## config.mk

```make
export PLATFORM = sky130hd
export DESIGN_NAME = digitizer_hid_report_framer
export DESIGN_NICKNAME = d
export VERILOG_FILES = /design/src/pkg/framer_pkg.sv /design/src/hw/digitizer_hid_report_framer.sv
export SDC_FILE = /design/constraint.sdc
export NUM_CORES = 2
export LEC_CHECK = 0
export BUFFER_PORTS_ARGS = -buffer_cell sky130_fd_sc_hd__buf_2
export CAP_MARGIN = 40
export CELL_PAD_IN_SITES_DETAIL_PLACEMENT = 0
export CELL_PAD_IN_SITES_GLOBAL_PLACEMENT = 1
export CORE_MARGIN = 2
export CORE_UTILIZATION = 35
export CTS_CLUSTER_DIAMETER = 40
export DETAILED_ROUTE_END_ITERATION = 7
export HOLD_SLACK_MARGIN = 0.1
export PLACE_DENSITY = 0.66
export SKIP_CTS_REPAIR_TIMING = 1
export SLEW_MARGIN = 15
export SYNTH_ARGS = -nofsm -noshare
export SYNTH_HDL_FRONTEND = slang
export SYNTH_SLANG_ARGS = --single-unit
```

## constraint.sdc

```tcl
create_clock -name clk -period 8.2 [get_ports clk]
set_input_delay 1.64 -clock clk [delete_from_list [all_inputs] [get_ports clk]]
set_output_delay 1.64 -clock clk [all_outputs]
set_load 0.005 [all_outputs]
```

## src/pkg/framer_pkg.sv

```systemverilog
package framer_pkg;
	// ----------------------------------------------------------
	// Timing
	// ----------------------------------------------------------
	localparam int CLK_HZ = 20_000_000; // System clock rate
	localparam int TS_HZ = 10_000; // Scan time resolution
	localparam int TS_CYCLES = CLK_HZ / TS_HZ; // Cycles per scan time tick
	localparam int IDLE_UNIT_MS = 4; // One idle step of Set Idle
	localparam int IDLE_UNIT_CYCLES = (CLK_HZ / 1000) * IDLE_UNIT_MS; // Cycles per idle step
	localparam logic [7:0] IDLE_DEFAULT = 8'h02; // Idle rate after reset, 8 ms

	// ----------------------------------------------------------
	// Report layout
	// ----------------------------------------------------------
	localparam logic [7:0] TOUCH_RID = 8'h01; // Touch report identifier
	localparam logic [7:0] PEN_RID = 8'h03; // Stylus report identifier
	localparam logic [3:0] TOUCH_EP = 4'h3; // Interrupt-IN endpoint number
	localparam int SLOTS = 5; // Touch slots per report
	localparam logic [3:0] SLOT_LAST = 4'hA; // Last byte offset in a slot
	localparam logic [5:0] SLOT_END_BYTE = 6'h37; // Byte 55, last slot byte
	localparam logic [5:0] TS_LO_BYTE = 6'h38; // Byte 56
	localparam logic [5:0] TS_HI_BYTE = 6'h39; // Byte 57
	localparam logic [5:0] COUNT_BYTE = 6'h3A; // Byte 58, last touch byte
	localparam logic [5:0] PEN_LAST_BYTE = 6'h0A; // Byte 10, last stylus byte
	localparam int MAX_CONTACTS = 16; // Contacts held per scan
	localparam int FIFO_DEPTH = 16; // Contact FIFO depth

	// ----------------------------------------------------------
	// Register map
	// ----------------------------------------------------------
	localparam logic [11:0] CTRL_OFS = 12'h000; // Bit 0 enable
	localparam logic [11:0] IDLE_OFS = 12'h004; // Idle rate, 4 ms steps
	localparam logic [11:0] STATUS_OFS = 12'h008; // Busy, pen pending, count
	localparam logic [11:0] REPORTS_OFS = 12'h00C; // Reports sent
	localparam int CTRL_EN_BIT = 0; // Enable bit position
	localparam logic CTRL_RESET = 1'b1; // Enabled after reset

	// ----------------------------------------------------------
	// Types
	// ----------------------------------------------------------
	typedef struct packed {
		logic last; // Last contact of a scan
		logic [4:0] id; // Tracking index, zero based
		logic detect; // Contact is detected
		logic [11:0] x; // X coordinate
		logic [11:0] y; // Y coordinate
		logic [7:0] w; // Contact width
		logic [7:0] h; // Contact height
	} contact_type;

	typedef struct packed {
		logic tip; // Tip contact
		logic barrel; // Barrel button
		logic eraser; // Eraser active
		logic in_range; // Stylus in range
		logic [15:0] x; // X position
		logic [15:0] xc; // X center position
		logic [15:0] y; // Y position
		logic [15:0] yc; // Y center position
		logic [7:0] pressure; // Tip pressure
	} pen_type;

	typedef enum logic [1:0] {COLLECT, SEND_TOUCH, SEND_PEN} state_type;
endpackage : framer_pkg

```

## src/hw/digitizer_hid_report_framer.sv

```systemverilog
// Overview of operation
// - Touch reports go out on endpoint 3
// - Report is ID 0x01, five slots, count
// - Unused slot bytes are all zero
// - Over five touches, send further consecutive reports
// - Only the first report carries the count
// - Slot header: ID, reserved zero, detect
// - Touch IDs start at one
// - X, Y 12-bit, low byte first
// - Slot bytes nine, ten: width, height
// - Bytes 56, 57: 10 kHz timestamp
// - Byte 58 holds the contact count
// - Stylus reports start with ID 0x03
// - Stylus flags: tip, barrel, eraser, range
// - Stylus X, X center, Y, Y center
// - Stylus byte ten is tip pressure
// - Any contact change sends a report
// - Idle resend, Set Idle, default 8 ms

// ----------------------------------------------------------
// Contact FIFO
// ----------------------------------------------------------
module contact_fifo #(
	parameter int WIDTH = 8,
	parameter int DEPTH = 16
) (
	input wire logic clk,
	input wire logic nrst,
	input wire logic [WIDTH-1:0] in_data,
	input wire logic in_valid,
	output logic in_ready,
	output logic [WIDTH-1:0] out_data,
	output logic out_valid,
	input wire logic out_ready
);
	localparam int AW = $clog2(DEPTH);
	logic [WIDTH-1:0] mem_r [DEPTH]; // Storage, no reset needed
	logic [AW:0] wr_r; // Write pointer with wrap bit
	logic [AW:0] rd_r; // Read pointer with wrap bit
	wire push = in_valid && in_ready;
	wire pop = out_valid && out_ready;
	wire full = (wr_r[AW] != rd_r[AW]) && (wr_r[AW-1:0] == rd_r[AW-1:0]);

	assign in_ready = !full;
	assign out_valid = wr_r != rd_r;
	assign out_data = mem_r[rd_r[AW-1:0]];

	// Storage write
	always_ff @(posedge clk)
	begin
		if (push)
			mem_r[wr_r[AW-1:0]] <= in_data;
	end

	// Pointers
	always_ff @(posedge clk)
	begin
		if (!nrst)
		begin
			wr_r <= '0;
			rd_r <= '0;
		end
		else
		begin
			wr_r <= wr_r + (AW+1)'(push);
			rd_r <= rd_r + (AW+1)'(pop);
		end
	end
endmodule : contact_fifo

// ----------------------------------------------------------
// Report framer
// ----------------------------------------------------------
module digitizer_hid_report_framer #(
	parameter int IDLE_UNIT_CYCLES = framer_pkg::IDLE_UNIT_CYCLES
) (
	input wire logic clk,
	input wire logic nrst,
	input wire logic [11:0] paddr,
	input wire logic psel,
	input wire logic penable,
	input wire logic pwrite,
	input wire logic [31:0] pwdata,
	output logic [31:0] prdata,
	output logic pready,
	output logic pslverr,
	input wire framer_pkg::contact_type contact_in,
	input wire logic contact_valid,
	output logic contact_ready,
	input wire framer_pkg::pen_type pen_in,
	input wire logic pen_valid,
	input wire logic idle_set,
	input wire logic [7:0] idle_value,
	output logic [7:0] tx_data,
	output logic tx_valid,
	input wire logic tx_ready,
	output logic tx_last,
	output logic [3:0] tx_ep
);

	// ----------------------------------------------------------
	// Contact buffer
	// ----------------------------------------------------------
	framer_pkg::contact_type frec; // Contact at FIFO head
	logic fvalid; // FIFO holds a contact
	logic pop; // Take the head contact
	contact_fifo #(
		.WIDTH($bits(framer_pkg::contact_type)),
		.DEPTH(framer_pkg::FIFO_DEPTH)
	) contact_fifo_i (
		.clk(clk),
		.nrst(nrst),
		.in_data(contact_in),
		.in_valid(contact_valid),
		.in_ready(contact_ready),
		.out_data(frec),
		.out_valid(fvalid),
		.out_ready(pop)
	);

	// ----------------------------------------------------------
	// State
	// ----------------------------------------------------------
	framer_pkg::state_type state_r; // Framer state
	framer_pkg::contact_type tbl_r [framer_pkg::MAX_CONTACTS]; // Last scan
	framer_pkg::pen_type pen_r; // Latest stylus sample
	logic pen_pend_r; // Stylus report owed
	logic [4:0] total_r; // Contacts in the last scan
	logic [4:0] fill_r; // Contacts taken of the scan in progress
	logic chg_r; // Scan in progress differs so far
	logic ctrl_en_r; // Framer enabled
	logic [7:0] idle_rate_r; // Idle rate in 4 ms steps
	logic [31:0] unit_cnt_r; // Cycles within an idle step
	logic [7:0] idle_units_r; // Idle steps since the last touch sequence began
	logic [15:0] ts_div_r; // Scan time divider
	logic [15:0] ts_r; // Free scan time
	logic [15:0] ts_lat_r; // Scan time of the report being sent
	logic [1:0] rep_r; // Report index within a sequence
	logic [5:0] byte_r; // Next byte index
	logic [2:0] slot_r; // Slot of the next byte
	logic [3:0] off_r; // Offset within the slot
	logic [15:0] sent_r; // Reports sent
	logic [7:0] tx_data_r;
	logic tx_valid_r;
	logic tx_last_r;
	logic [31:0] prdata_r;
	// Checking aids describing the byte on the output
	logic [5:0] tx_idx_r;
	logic tx_pen_r;
	logic tx_act_r;
	logic [3:0] tx_off_r;
	logic [1:0] tx_rep_r;
	logic tx_more_r;

	// ----------------------------------------------------------
	// Scan collection and change detection
	// ----------------------------------------------------------
	wire collect = (state_r == framer_pkg::COLLECT) && ctrl_en_r;
	wire idle_due = (idle_rate_r != 8'h00) && (idle_units_r >= idle_rate_r);
	wire pen_go = collect && (fill_r == 5'd0) && pen_pend_r;
	assign pop = collect && fvalid && !pen_go;
	wire room = fill_r < 5'(framer_pkg::MAX_CONTACTS);
	wire [4:0] fill_nxt = room ? fill_r + 5'd1 : fill_r;
	wire differ = (fill_r >= total_r) || (frec != tbl_r[fill_r[3:0]]);
	wire scan_chg = chg_r || differ || (fill_nxt != total_r);
	wire scan_go = pop && frec.last && scan_chg;
	wire idle_go = collect && (fill_r == 5'd0) && !pen_pend_r && !fvalid && idle_due;
	wire touch_go = scan_go || idle_go;

	// Scan table, overwritten in place; old entries serve the compare
	always_ff @(posedge clk)
	begin
		if (pop && room)
			tbl_r[fill_r[3:0]] <= frec;
	end

	// Scan bookkeeping
	always_ff @(posedge clk)
	begin
		if (!nrst)
		begin
			fill_r <= 5'd0;
			total_r <= 5'd0;
			chg_r <= 1'b0;
		end
		else if (pop && frec.last)
		begin
			fill_r <= 5'd0;
			total_r <= fill_nxt;
			chg_r <= 1'b0;
		end
		else if (pop)
		begin
			fill_r <= fill_nxt;
			chg_r <= chg_r || differ;
		end
	end

	// Stylus sample; a new sample wins over the clear of the old one
	always_ff @(posedge clk)
	begin
		if (!nrst)
			pen_pend_r <= 1'b0;
		else if (pen_valid)
			pen_pend_r <= 1'b1;
		else if (pen_go)
			pen_pend_r <= 1'b0;
	end

	always_ff @(posedge clk)
	begin
		if (pen_valid)
			pen_r <= pen_in;
	end

	// ----------------------------------------------------------
	// Scan time and idle interval
	// ----------------------------------------------------------
	// Scan time ticks at 10 kHz
	always_ff @(posedge clk)
	begin
		if (!nrst)
		begin
			ts_div_r <= 16'h0000;
			ts_r <= 16'h0000;
		end
		else if (ts_div_r == 16'(framer_pkg::TS_CYCLES - 1))
		begin
			ts_div_r <= 16'h0000;
			ts_r <= ts_r + 16'h0001;
		end
		else
			ts_div_r <= ts_div_r + 16'h0001;
	end

	// Idle steps restart at the first report of each touch sequence and on a new rate
	wire idle_wr = idle_set || (psel && penable && pwrite && (paddr == framer_pkg::IDLE_OFS));
	wire [7:0] idle_val = idle_set ? idle_value : pwdata[7:0];
	always_ff @(posedge clk)
	begin
		if (!nrst)
		begin
			idle_rate_r <= framer_pkg::IDLE_DEFAULT;
			unit_cnt_r <= 32'h0000_0000;
			idle_units_r <= 8'h00;
		end
		else if (idle_wr || touch_go)
		begin
			if (idle_wr)
				idle_rate_r <= idle_val;
			unit_cnt_r <= 32'h0000_0000;
			idle_units_r <= 8'h00;
		end
		else if (unit_cnt_r == 32'(IDLE_UNIT_CYCLES - 1))
		begin
			unit_cnt_r <= 32'h0000_0000;
			if (idle_units_r != 8'hFF)
				idle_units_r <= idle_units_r + 8'h01;
		end
		else
			unit_cnt_r <= unit_cnt_r + 32'h0000_0001;
	end

	// ----------------------------------------------------------
	// Byte builder
	// ----------------------------------------------------------
	wire [4:0] cidx = 5'(int'(rep_r) * framer_pkg::SLOTS + int'(slot_r));
	framer_pkg::contact_type crec;
	assign crec = tbl_r[cidx[3:0]];
	wire active = (cidx < total_r) && (byte_r != 6'h00) && (byte_r <= framer_pkg::SLOT_END_BYTE);

	// One slot byte of an active contact
	function automatic logic [7:0] slot_byte(input framer_pkg::contact_type c, input logic [3:0] o);
		logic [4:0] id1;
		id1 = c.id + 5'd1;
		case (o)
			4'h0: slot_byte = {id1, 2'b00, c.detect};
			4'h1, 4'h3: slot_byte = c.x[7:0];
			4'h2, 4'h4: slot_byte = {4'h0, c.x[11:8]};
			4'h5, 4'h7: slot_byte = c.y[7:0];
			4'h6, 4'h8: slot_byte = {4'h0, c.y[11:8]};
			4'h9: slot_byte = c.w;
			default: slot_byte = c.h;
		endcase
	endfunction : slot_byte

	// One stylus report byte
	function automatic logic [7:0] pen_byte(input framer_pkg::pen_type p, input logic [5:0] b);
		case (b)
			6'h00: pen_byte = framer_pkg::PEN_RID;
			6'h01: pen_byte = {3'b000, p.in_range, 1'b0, p.eraser, p.barrel, p.tip};
			6'h02: pen_byte = p.x[7:0];
			6'h03: pen_byte = p.x[15:8];
			6'h04: pen_byte = p.xc[7:0];
			6'h05: pen_byte = p.xc[15:8];
			6'h06: pen_byte = p.y[7:0];
			6'h07: pen_byte = p.y[15:8];
			6'h08: pen_byte = p.yc[7:0];
			6'h09: pen_byte = p.yc[15:8];
			default: pen_byte = p.pressure;
		endcase
	endfunction : pen_byte

	wire is_pen = state_r == framer_pkg::SEND_PEN;
	wire [7:0] touch_val = (byte_r == 6'h00) ? framer_pkg::TOUCH_RID :
		active ? slot_byte(crec, off_r) :
		(byte_r == framer_pkg::TS_LO_BYTE) ? ts_lat_r[7:0] :
		(byte_r == framer_pkg::TS_HI_BYTE) ? ts_lat_r[15:8] :
		(byte_r == framer_pkg::COUNT_BYTE && rep_r == 2'd0) ? {3'b000, total_r} :
		8'h00;
	wire [7:0] byte_val = is_pen ? pen_byte(pen_r, byte_r) : touch_val;
	wire rep_end = is_pen ? (byte_r == framer_pkg::PEN_LAST_BYTE) : (byte_r == framer_pkg::COUNT_BYTE);
	wire more = 32'(int'(rep_r) * framer_pkg::SLOTS + framer_pkg::SLOTS) < 32'(total_r);
	wire sending = (state_r == framer_pkg::SEND_TOUCH) || is_pen;
	wire step = sending && (!tx_valid_r || tx_ready);
	wire in_slots = (byte_r != 6'h00) && (byte_r <= framer_pkg::SLOT_END_BYTE);

	// ----------------------------------------------------------
	// Sequencer
	// ----------------------------------------------------------
	always_ff @(posedge clk)
	begin
		if (!nrst)
		begin
			state_r <= framer_pkg::COLLECT;
			rep_r <= 2'd0;
			byte_r <= 6'h00;
			slot_r <= 3'd0;
			off_r <= 4'h0;
		end
		else
		begin
			case (state_r)
				framer_pkg::COLLECT:
				begin
					// Stylus reports never split a touch sequence
					if (pen_go)
						state_r <= framer_pkg::SEND_PEN;
					else if (touch_go)
						state_r <= framer_pkg::SEND_TOUCH;
				end
				default:
				begin
					if (step && rep_end)
					begin
						byte_r <= 6'h00;
						slot_r <= 3'd0;
						off_r <= 4'h0;
						// Remaining touches follow at once
						if (!is_pen && more)
							rep_r <= rep_r + 2'd1;
						else
						begin
							rep_r <= 2'd0;
							state_r <= framer_pkg::COLLECT;
						end
					end
					else if (step)
					begin
						byte_r <= byte_r + 6'h01;
						if (in_slots && off_r == framer_pkg::SLOT_LAST)
						begin
							off_r <= 4'h0;
							slot_r <= slot_r + 3'd1;
						end
						else if (in_slots)
							off_r <= off_r + 4'h1;
					end
				end
			endcase
		end
	end

	// Scan time is frozen at the identifier byte of each report
	always_ff @(posedge clk)
	begin
		if (!nrst)
			ts_lat_r <= 16'h0000;
		else if (step && byte_r == 6'h00)
			ts_lat_r <= ts_r;
	end

	// ----------------------------------------------------------
	// Output stage
	// ----------------------------------------------------------
	always_ff @(posedge clk)
	begin
		if (!nrst)
		begin
			tx_data_r <= 8'h00;
			tx_valid_r <= 1'b0;
			tx_last_r <= 1'b0;
			tx_idx_r <= 6'h00;
			tx_pen_r <= 1'b0;
			tx_act_r <= 1'b0;
			tx_off_r <= 4'h0;
			tx_rep_r <= 2'd0;
			tx_more_r <= 1'b0;
		end
		else if (step)
		begin
			tx_data_r <= byte_val;
			tx_valid_r <= 1'b1;
			tx_last_r <= rep_end;
			tx_idx_r <= byte_r;
			tx_pen_r <= is_pen;
			tx_act_r <= active && !is_pen;
			tx_off_r <= off_r;
			tx_rep_r <= rep_r;
			tx_more_r <= !is_pen && more;
		end
		else if (tx_ready)
			tx_valid_r <= 1'b0;
	end

	// Report tally
	always_ff @(posedge clk)
	begin
		if (!nrst)
			sent_r <= 16'h0000;
		else if (step && rep_end)
			sent_r <= sent_r + 16'h0001;
	end

	assign tx_data = tx_data_r;
	assign tx_valid = tx_valid_r;
	assign tx_last = tx_last_r;
	assign tx_ep = framer_pkg::TOUCH_EP;

	// ----------------------------------------------------------
	// APB slave, zero wait states
	// ----------------------------------------------------------
	wire hit_ctrl = paddr == framer_pkg::CTRL_OFS;
	wire hit_idle = paddr == framer_pkg::IDLE_OFS;
	wire hit_stat = paddr == framer_pkg::STATUS_OFS;
	wire hit_rep = paddr == framer_pkg::REPORTS_OFS;
	wire hit = hit_ctrl || hit_idle || hit_stat || hit_rep;
	wire [31:0] rd_val = hit_ctrl ? {31'h0, ctrl_en_r} :
		hit_idle ? {24'h00_0000, idle_rate_r} :
		hit_stat ? {16'h0000, 3'b000, total_r, 6'h00, pen_pend_r, sending} :
		hit_rep ? {16'h0000, sent_r} : 32'h0000_0000;

	// Read data is caught in the setup cycle
	always_ff @(posedge clk)
	begin
		if (!nrst)
			prdata_r <= 32'h0000_0000;
		else if (psel && !penable)
			prdata_r <= rd_val;
	end

	// Enable; while off, the FIFO fills and stalls the source
	always_ff @(posedge clk)
	begin
		if (!nrst)
			ctrl_en_r <= framer_pkg::CTRL_RESET;
		else if (psel && penable && pwrite && hit_ctrl)
			ctrl_en_r <= pwdata[framer_pkg::CTRL_EN_BIT];
	end

	assign prdata = prdata_r;
	assign pready = 1'b1;
	assign pslverr = psel && penable && !hit;
endmodule : digitizer_hid_report_framer

```

* Word-level counts from Yosys, hierarchy flattened
Memories as Yosys holds them, arrays and structs flattened. A register that Yosys moved wholly into a read port is not among the register bits.
Index checks and enable logic that the tools add are counted.
** Word-level totals
- Bits of input ports :: 184
- Bits in writable memories :: 1504
- Word-level logic and storage cells :: 215
- Register bits after elaboration :: 270
- Memories kept :: 2
** Memories
- contact_fifo_i.mem_r :: depth 16, width 47, rd ports 1, clocked after Yosys merged registers in 1, wr ports 1, line digitizer_hid_report_framer.sv:37 : logic [WIDTH-1:0] mem_r [DEPTH];
- tbl_r :: depth 16, width 47, rd ports 2, clocked after Yosys merged registers in 1, wr ports 1, line digitizer_hid_report_framer.sv:125 : framer_pkg::contact_type tbl_r [framer_pkg::MAX_CONTACTS];
** Operators by class
- Bitwise operators :: 2
- Muxes and demuxes :: 41
- Equality and inequality tests :: 38
- Reductions and logical operators :: 78
- Add/subtract/negate cells :: 15
- $lt $le $gt $ge :: 6
- $mul :: 1
** Operators with widths (count)
- one-hot mux 8 bit (10 select lines) :: 1
- two-way mux 16 bit :: 4
- adder 16 x 1 -> 16 bit, second input constant :: 3
- two-way mux 8 bit :: 6
- one-hot mux 8 bit (6 select lines) :: 1
- != test 47 bit :: 1
- adder 32 x 1 -> 32 bit, second input constant :: 1
- equality test 32 x 17 -> 1 bit, second input constant :: 1
- logical AND 1 bit :: 30
- two-way mux 4 bit :: 7
- equality test 12 x 4 -> 1 bit, second input constant :: 2
- equality test 6 x 3 -> 1 bit, second input constant :: 4
- equality test 6 x 4 -> 1 bit, second input constant :: 3
- equality test 6 bit, second input constant :: 3
- equality test 16 x 11 -> 1 bit, second input constant :: 1
- equality test 4 x 3 -> 1 bit, second input constant :: 4
- OR reduction 2 bit :: 7
- equality test 12 x 3 -> 1 bit, second input constant :: 1
- equality test 4 bit, second input constant :: 3
- equality test 6 x 2 -> 1 bit, second input constant :: 2
- zero test 12 bit :: 1
- two-way mux 2 bit :: 6
- two-way mux 6 bit :: 2
- logical OR 1 bit :: 11
- 43 further kinds :: 76

* Depth between registers and ports, before layout
- Word-level depth :: 12
- Mapped depth :: 17

* Hierarchy
Synthesis repeated with hierarchy kept, for this count alone.
** Second synthesis, totals
- Cells, all modules :: 4474
- Area total of the unflattened synthesis :: 76762.4 um^2
** Modules (own cells, without submodules)
- digitizer_hid_report_framer :: sequential area each 28307.1 um^2, area an instance 47356.7 um^2, cells each 3147, times used 1
- contact_fifo :: sequential area each 22781.8 um^2, area an instance 29405.7 um^2, cells each 1327, times used 1

* Worst setup path before layout
OpenSTA, ideal clock, no wires.
- Path type :: reg-to-reg
- Start :: register contact_fifo_i.rd_r[0]
- End :: memory tbl_r[3][0] in the netlist's numbering, enable pin
- Setup slack :: 2.012 ns
- Cell stages (with the launch flop) :: 15
- Arrival time :: 5.678 ns
- Cells stage by stage :: dfxtp_1 buf_4 buf_6 buf_6 buf_6 buf_2 xor2_1 nor4_1 nand2_1 and4_1 clkbuf_1 nor2b_1 clkbuf_1 nand2_1 nor3_1
** Between the ends
- Word-level cells in the longest chain between the ends :: 6
** RTL lines
- start: declaration :: line digitizer_hid_report_framer.sv:39 : logic [AW:0] rd_r;
- start signal: assignment :: line digitizer_hid_report_framer.sv:66 : rd_r <= rd_r + (AW+1)'(pop);
- != test 5 bit :: line digitizer_hid_report_framer.sv:45 : assign out_valid = wr_r != rd_r;
- logical AND 1 bit (2 in series) :: line digitizer_hid_report_framer.sv:161 : assign pop = collect && fvalid && !pen_go;
- logical AND 1 bit :: line digitizer_hid_report_framer.sv:173 : if (pop && room)
- two-way mux 1 bit :: line digitizer_hid_report_framer.sv:173
- two-way mux 1 bit (implied by the code) :: line digitizer_hid_report_framer.sv:174 : tbl_r[fill_r[3:0]] <= frec;
- end: declaration :: line digitizer_hid_report_framer.sv:125
Every way passes these cells.

* Final worst setup path
- Start :: register contact_fifo_i.rd_r[1]
- End :: register unit_cnt_r[3]
** Between the ends
- Word-level cells in the longest chain between the ends :: 8
- Elaborated cells between the ends (all ways) :: 11
** RTL lines
- != test 5 bit (*) :: line digitizer_hid_report_framer.sv:45
- logical AND 1 bit (2 in series) :: line digitizer_hid_report_framer.sv:161
- logical AND 1 bit (2 in series) :: line digitizer_hid_report_framer.sv:166 : wire scan_go = pop && frec.last && scan_chg;
- logical OR 1 bit (*) :: line digitizer_hid_report_framer.sv:168 : wire touch_go = scan_go || idle_go;
- logical OR 1 bit (*) :: line digitizer_hid_report_framer.sv:247 : else if (idle_wr || touch_go)
- OR reduction 3 bit (no source line) (*)
- end signal: assignment :: line digitizer_hid_report_framer.sv:261 : unit_cnt_r <= unit_cnt_r + 32'h0000_0001;
- end: declaration :: line digitizer_hid_report_framer.sv:133 : logic [31:0] unit_cnt_r;
Every way passes the cells marked *; elsewhere a longest branch is shown, timed or not.
A chain may end at the register's enable or synchronous reset.

==> impl_metrics.json <==
{
  "outcome": "finished clean",
  "hold_path_class": "flip-flop to flip-flop",
  "setup_violations": 0,
  "first_pass_iters": 7,
  "synth.avg_cell_area_um2": 18.8,
  "synthesis.instances": 4003,
  "vias": 40600,
  "cap_violations": 0,
  "io_pins": 233,
  "worstSetupPathType": "flip-flop to flip-flop",
  "cts_tree": "built",
  "fillers": 18900,
  "cp-start-kind": "flip-flop",
  "pwr_density_cell_mw_per_mm2": 287,
  "power.leakage_nw": 28.0,
  "period_share": 0.679,
  "overflow": 0,
  "grt_pass1_wl_um": 285000,
  "cp_max_fo": 82,
  "area_growth_pct": 17.7,
  "drc": 0,
  "ys_seq_elements": 1762,
  "drt_iter0_markers": 4082,
  "seq_area_frac_synth": 0.678,
  "synthArstFlopShare": 0,
  "layout-drive-gt1-share": 0.318,
  "max_freq_ghz": 0.180,
  "grt_use_total": 0.178,
  "layout_common_cells": "edfxtp_1 (1580), mux4_2 (616), clkbuf_16 (241), buf_2 (187), dfxtp_1 (175)",
  "start_util": 0.352,
  "numCtsBuffers": 238,
  "gp_congestion": 0.777,
  "root_buffer": "clkbuf_16",
  "crit_path_cell_trace": "buf_12 > mux4_2 > a22oi_1 > nand2_1 > xnor2_1 > nand4_1 > or4_1 > or4_2 > buf_4 > a21oi_2",
  "grt_max_degree": 91,
  "utilization": 0.414,
  "syn_area_mm2": 0.0754,
  "wire_per_inst_um": 26.8,
  "final_common_cell": "edfxtp_1",
  "ant_nets": 0,
  "rsz0062_at_grt": "false",
  "finalMaxSlewViolations": 0,
  "critPathRequiredTime_ns": 9.02,
  "worstMarginPinSlew_ns": 0.876,
  "clkLatencyLatePin_ns": 0.91,
  "arrival_ns": 6.38,
  "irDropWorstVdd_uv": 254,
  "cts_sinks": 1762,
  "grt_antenna_before_repair": 21,
  "grt_pass1_vias": 41100,
  "setup_tns_ns": 0,
  "synthDistinctLibCells": 59,
  "finalCriticalPeriod_ns": 5.56,
  "hold_viol_final": 0,
  "critical_path_buf_inv_count": 2,
  "dieArea_mm2": 0.219,
  "critPathSlowestCell": "dfxtp_4",
  "die_w_um": 468,
  "via_per_inst": 5.50,
  "dp_hpwl_um": 115000,
  "clk_pin_slew_worst_paths_ns": 0.06,
  "maxSlewHeadroom": 0.416,
  "skew_ns": 0.100,
  "cts_buffer_depth": 3,
  "yosysWarnings": 0,
  "portBuffers": 187,
  "cts_max_level": 4,
  "cp.depth": 10,
  "fp.coreArea_mm2": 0.214,
  "ys.flop_type": "edfxtp_1",
  "nets": 4568,
  "hold_depth": 2,
  "critPathTopFamily": "simple AND/OR/NAND/NOR gates",
  "synth-edff-count": 1580,
  "wl_um": 198000,
  "slowest_delay_ns": 0.86,
  "rows": 170,
  "end_kind": "flip-flop",
  "die-height_um": 468,
  "reg2reg_depth": 10
}
cell type report:
type                            instances  area [um^2]  share of cell area
Antenna cell                            3         7.51           0.0000846
Clock buffer                          271         6190              0.0698
Clock inverter                        176         2170              0.0244
Inverter                               41          158             0.00178
Multi-Input combinational cell       1964        23100               0.260
Sequential cell                      1762        51100               0.576
Tap cell                             2838         3550              0.0400
Timing Repair Buffer                  324         2480              0.0279
cells in the mapped netlist, types with 8 or more instances:
cell type | instances | share of area
a221oi_1 | 32 | 0.0037
o22ai_1 | 21 | 0.0017
a21o_1 | 13 | 0.0013
xnor2_1 | 67 | 0.0078
nor3_1 | 31 | 0.0021
dfxtp_1 | 182 | 0.048
buf_6 | 14 | 0.0021
nand2_1 | 167 | 0.0083
and2_1 | 23 | 0.0019
clkbuf_1 | 106 | 0.0053
and3_1 | 28 | 0.0023
mux2i_1 | 111 | 0.015
nor4_1 | 17 | 0.0014
ha_1 | 52 | 0.0086
buf_1 | 38 | 0.0019
a21oi_1 | 93 | 0.0062
edfxtp_1 | 1580 | 0.63
nand2b_1 | 22 | 0.0018
or3_1 | 12 | 0.0010
o21ai_0 | 46 | 0.0031
nand4_1 | 31 | 0.0026
buf_2 | 45 | 0.0030
a22o_1 | 22 | 0.0026
nand3_1 | 55 | 0.0037
a31oi_1 | 8 | 0.00066
xor2_1 | 86 | 0.010
buf_4 | 46 | 0.0046
a211oi_1 | 23 | 0.0023
mux4_2 | 616 | 0.18
a21oi_2 | 40 | 0.0046
a22oi_1 | 57 | 0.0057
nor2_1 | 179 | 0.0089
nor2b_1 | 29 | 0.0024
inv_1 | 40 | 0.0020
registers in the layout (all words and copies together), names as in the netlist, 6 cells and up, named ones only:
signal	cells
unit_cnt_r	32
sent_r	16
tbl_r	752
prdata	16
ts_lat_r	16
contact_fifo_i.mem_r	752
pen_r	76
idle_rate_r	8
ts_r	16
byte_r	6
idle_units_r	8
tx_data	8
ts_div_r	16
path summary, 6_finish.rpt:
kind	start	endpoint	slack [ns]
max	contact_fifo_i.rd_r[1]	unit_cnt_r[3]	2.64
max reg2reg	contact_fifo_i.rd_r[1]	unit_cnt_r[3]	2.64
min reg2reg	prdata[14]	prdata[14]	0.45
min	prdata[14]	prdata[14]	0.45
layer usage:
layer  routed length [um]  up-vias  GRT usage  share of wire
li1                     -    17200          -              -
met5                  173        -          0        0.00088
met1                82400    21600      0.238           0.42
met2                97000     1459      0.296           0.49
met3                13400      292     0.0340          0.068
met4                 4540       26     0.0510          0.023
cell families (layout without fill, tap and decap cells):
group	Yosys count	in the layout	synth area share
other cells	2	24	0.0000996
compound gates	385	385	0.0358
fa+ha+maj	53	53	0.00890
simple gates	622	622	0.0394
buf+inv	296	812	0.0205
xor+xnor	153	153	0.0178
mux	730	730	0.200
flops	1762	1762	0.678
worst register-to-register path, cell delays in order (launching register included):
cell	delay [ns]
dfxtp_4	0.86
buf_12	0.58
mux4_2	0.67
a22oi_1	0.21
nand2_1	0.51
xnor2_1	0.39
nand4_1	0.28
or4_1	0.72
or4_2	0.70
buf_4	0.35
a21oi_2	0.24
report_power, final:
group	switching (mW)	internal, mW
Sequential	0.241	10.5
Clock	4.17	6.41
Combinational	2.39	1.73
metrics by stage:
step | instances | total power, mW | instance area, um^2 | hold WS [ns] | setup slack (ns)
6_report | 7379 | 25.4 | 88800 | 0.455 | 2.64
5_1_grt | 7377 | 26.3 | 88700 | 0.476 | 2.38
4_1_cts | 7373 | 25.7 | 88700 | 0.457 | 2.55
3_5_place_dp | 6926 | 15.1 | 80300 | 0.447 | 2.61
3_3_place_gp | 6900 | 15.0 | 79800 | 0.440 | 2.60
2_1_floorplan | 4022 | 13.6 | 75500 | 0.426 | 2.01
Power figures use the tool's default switching activity.
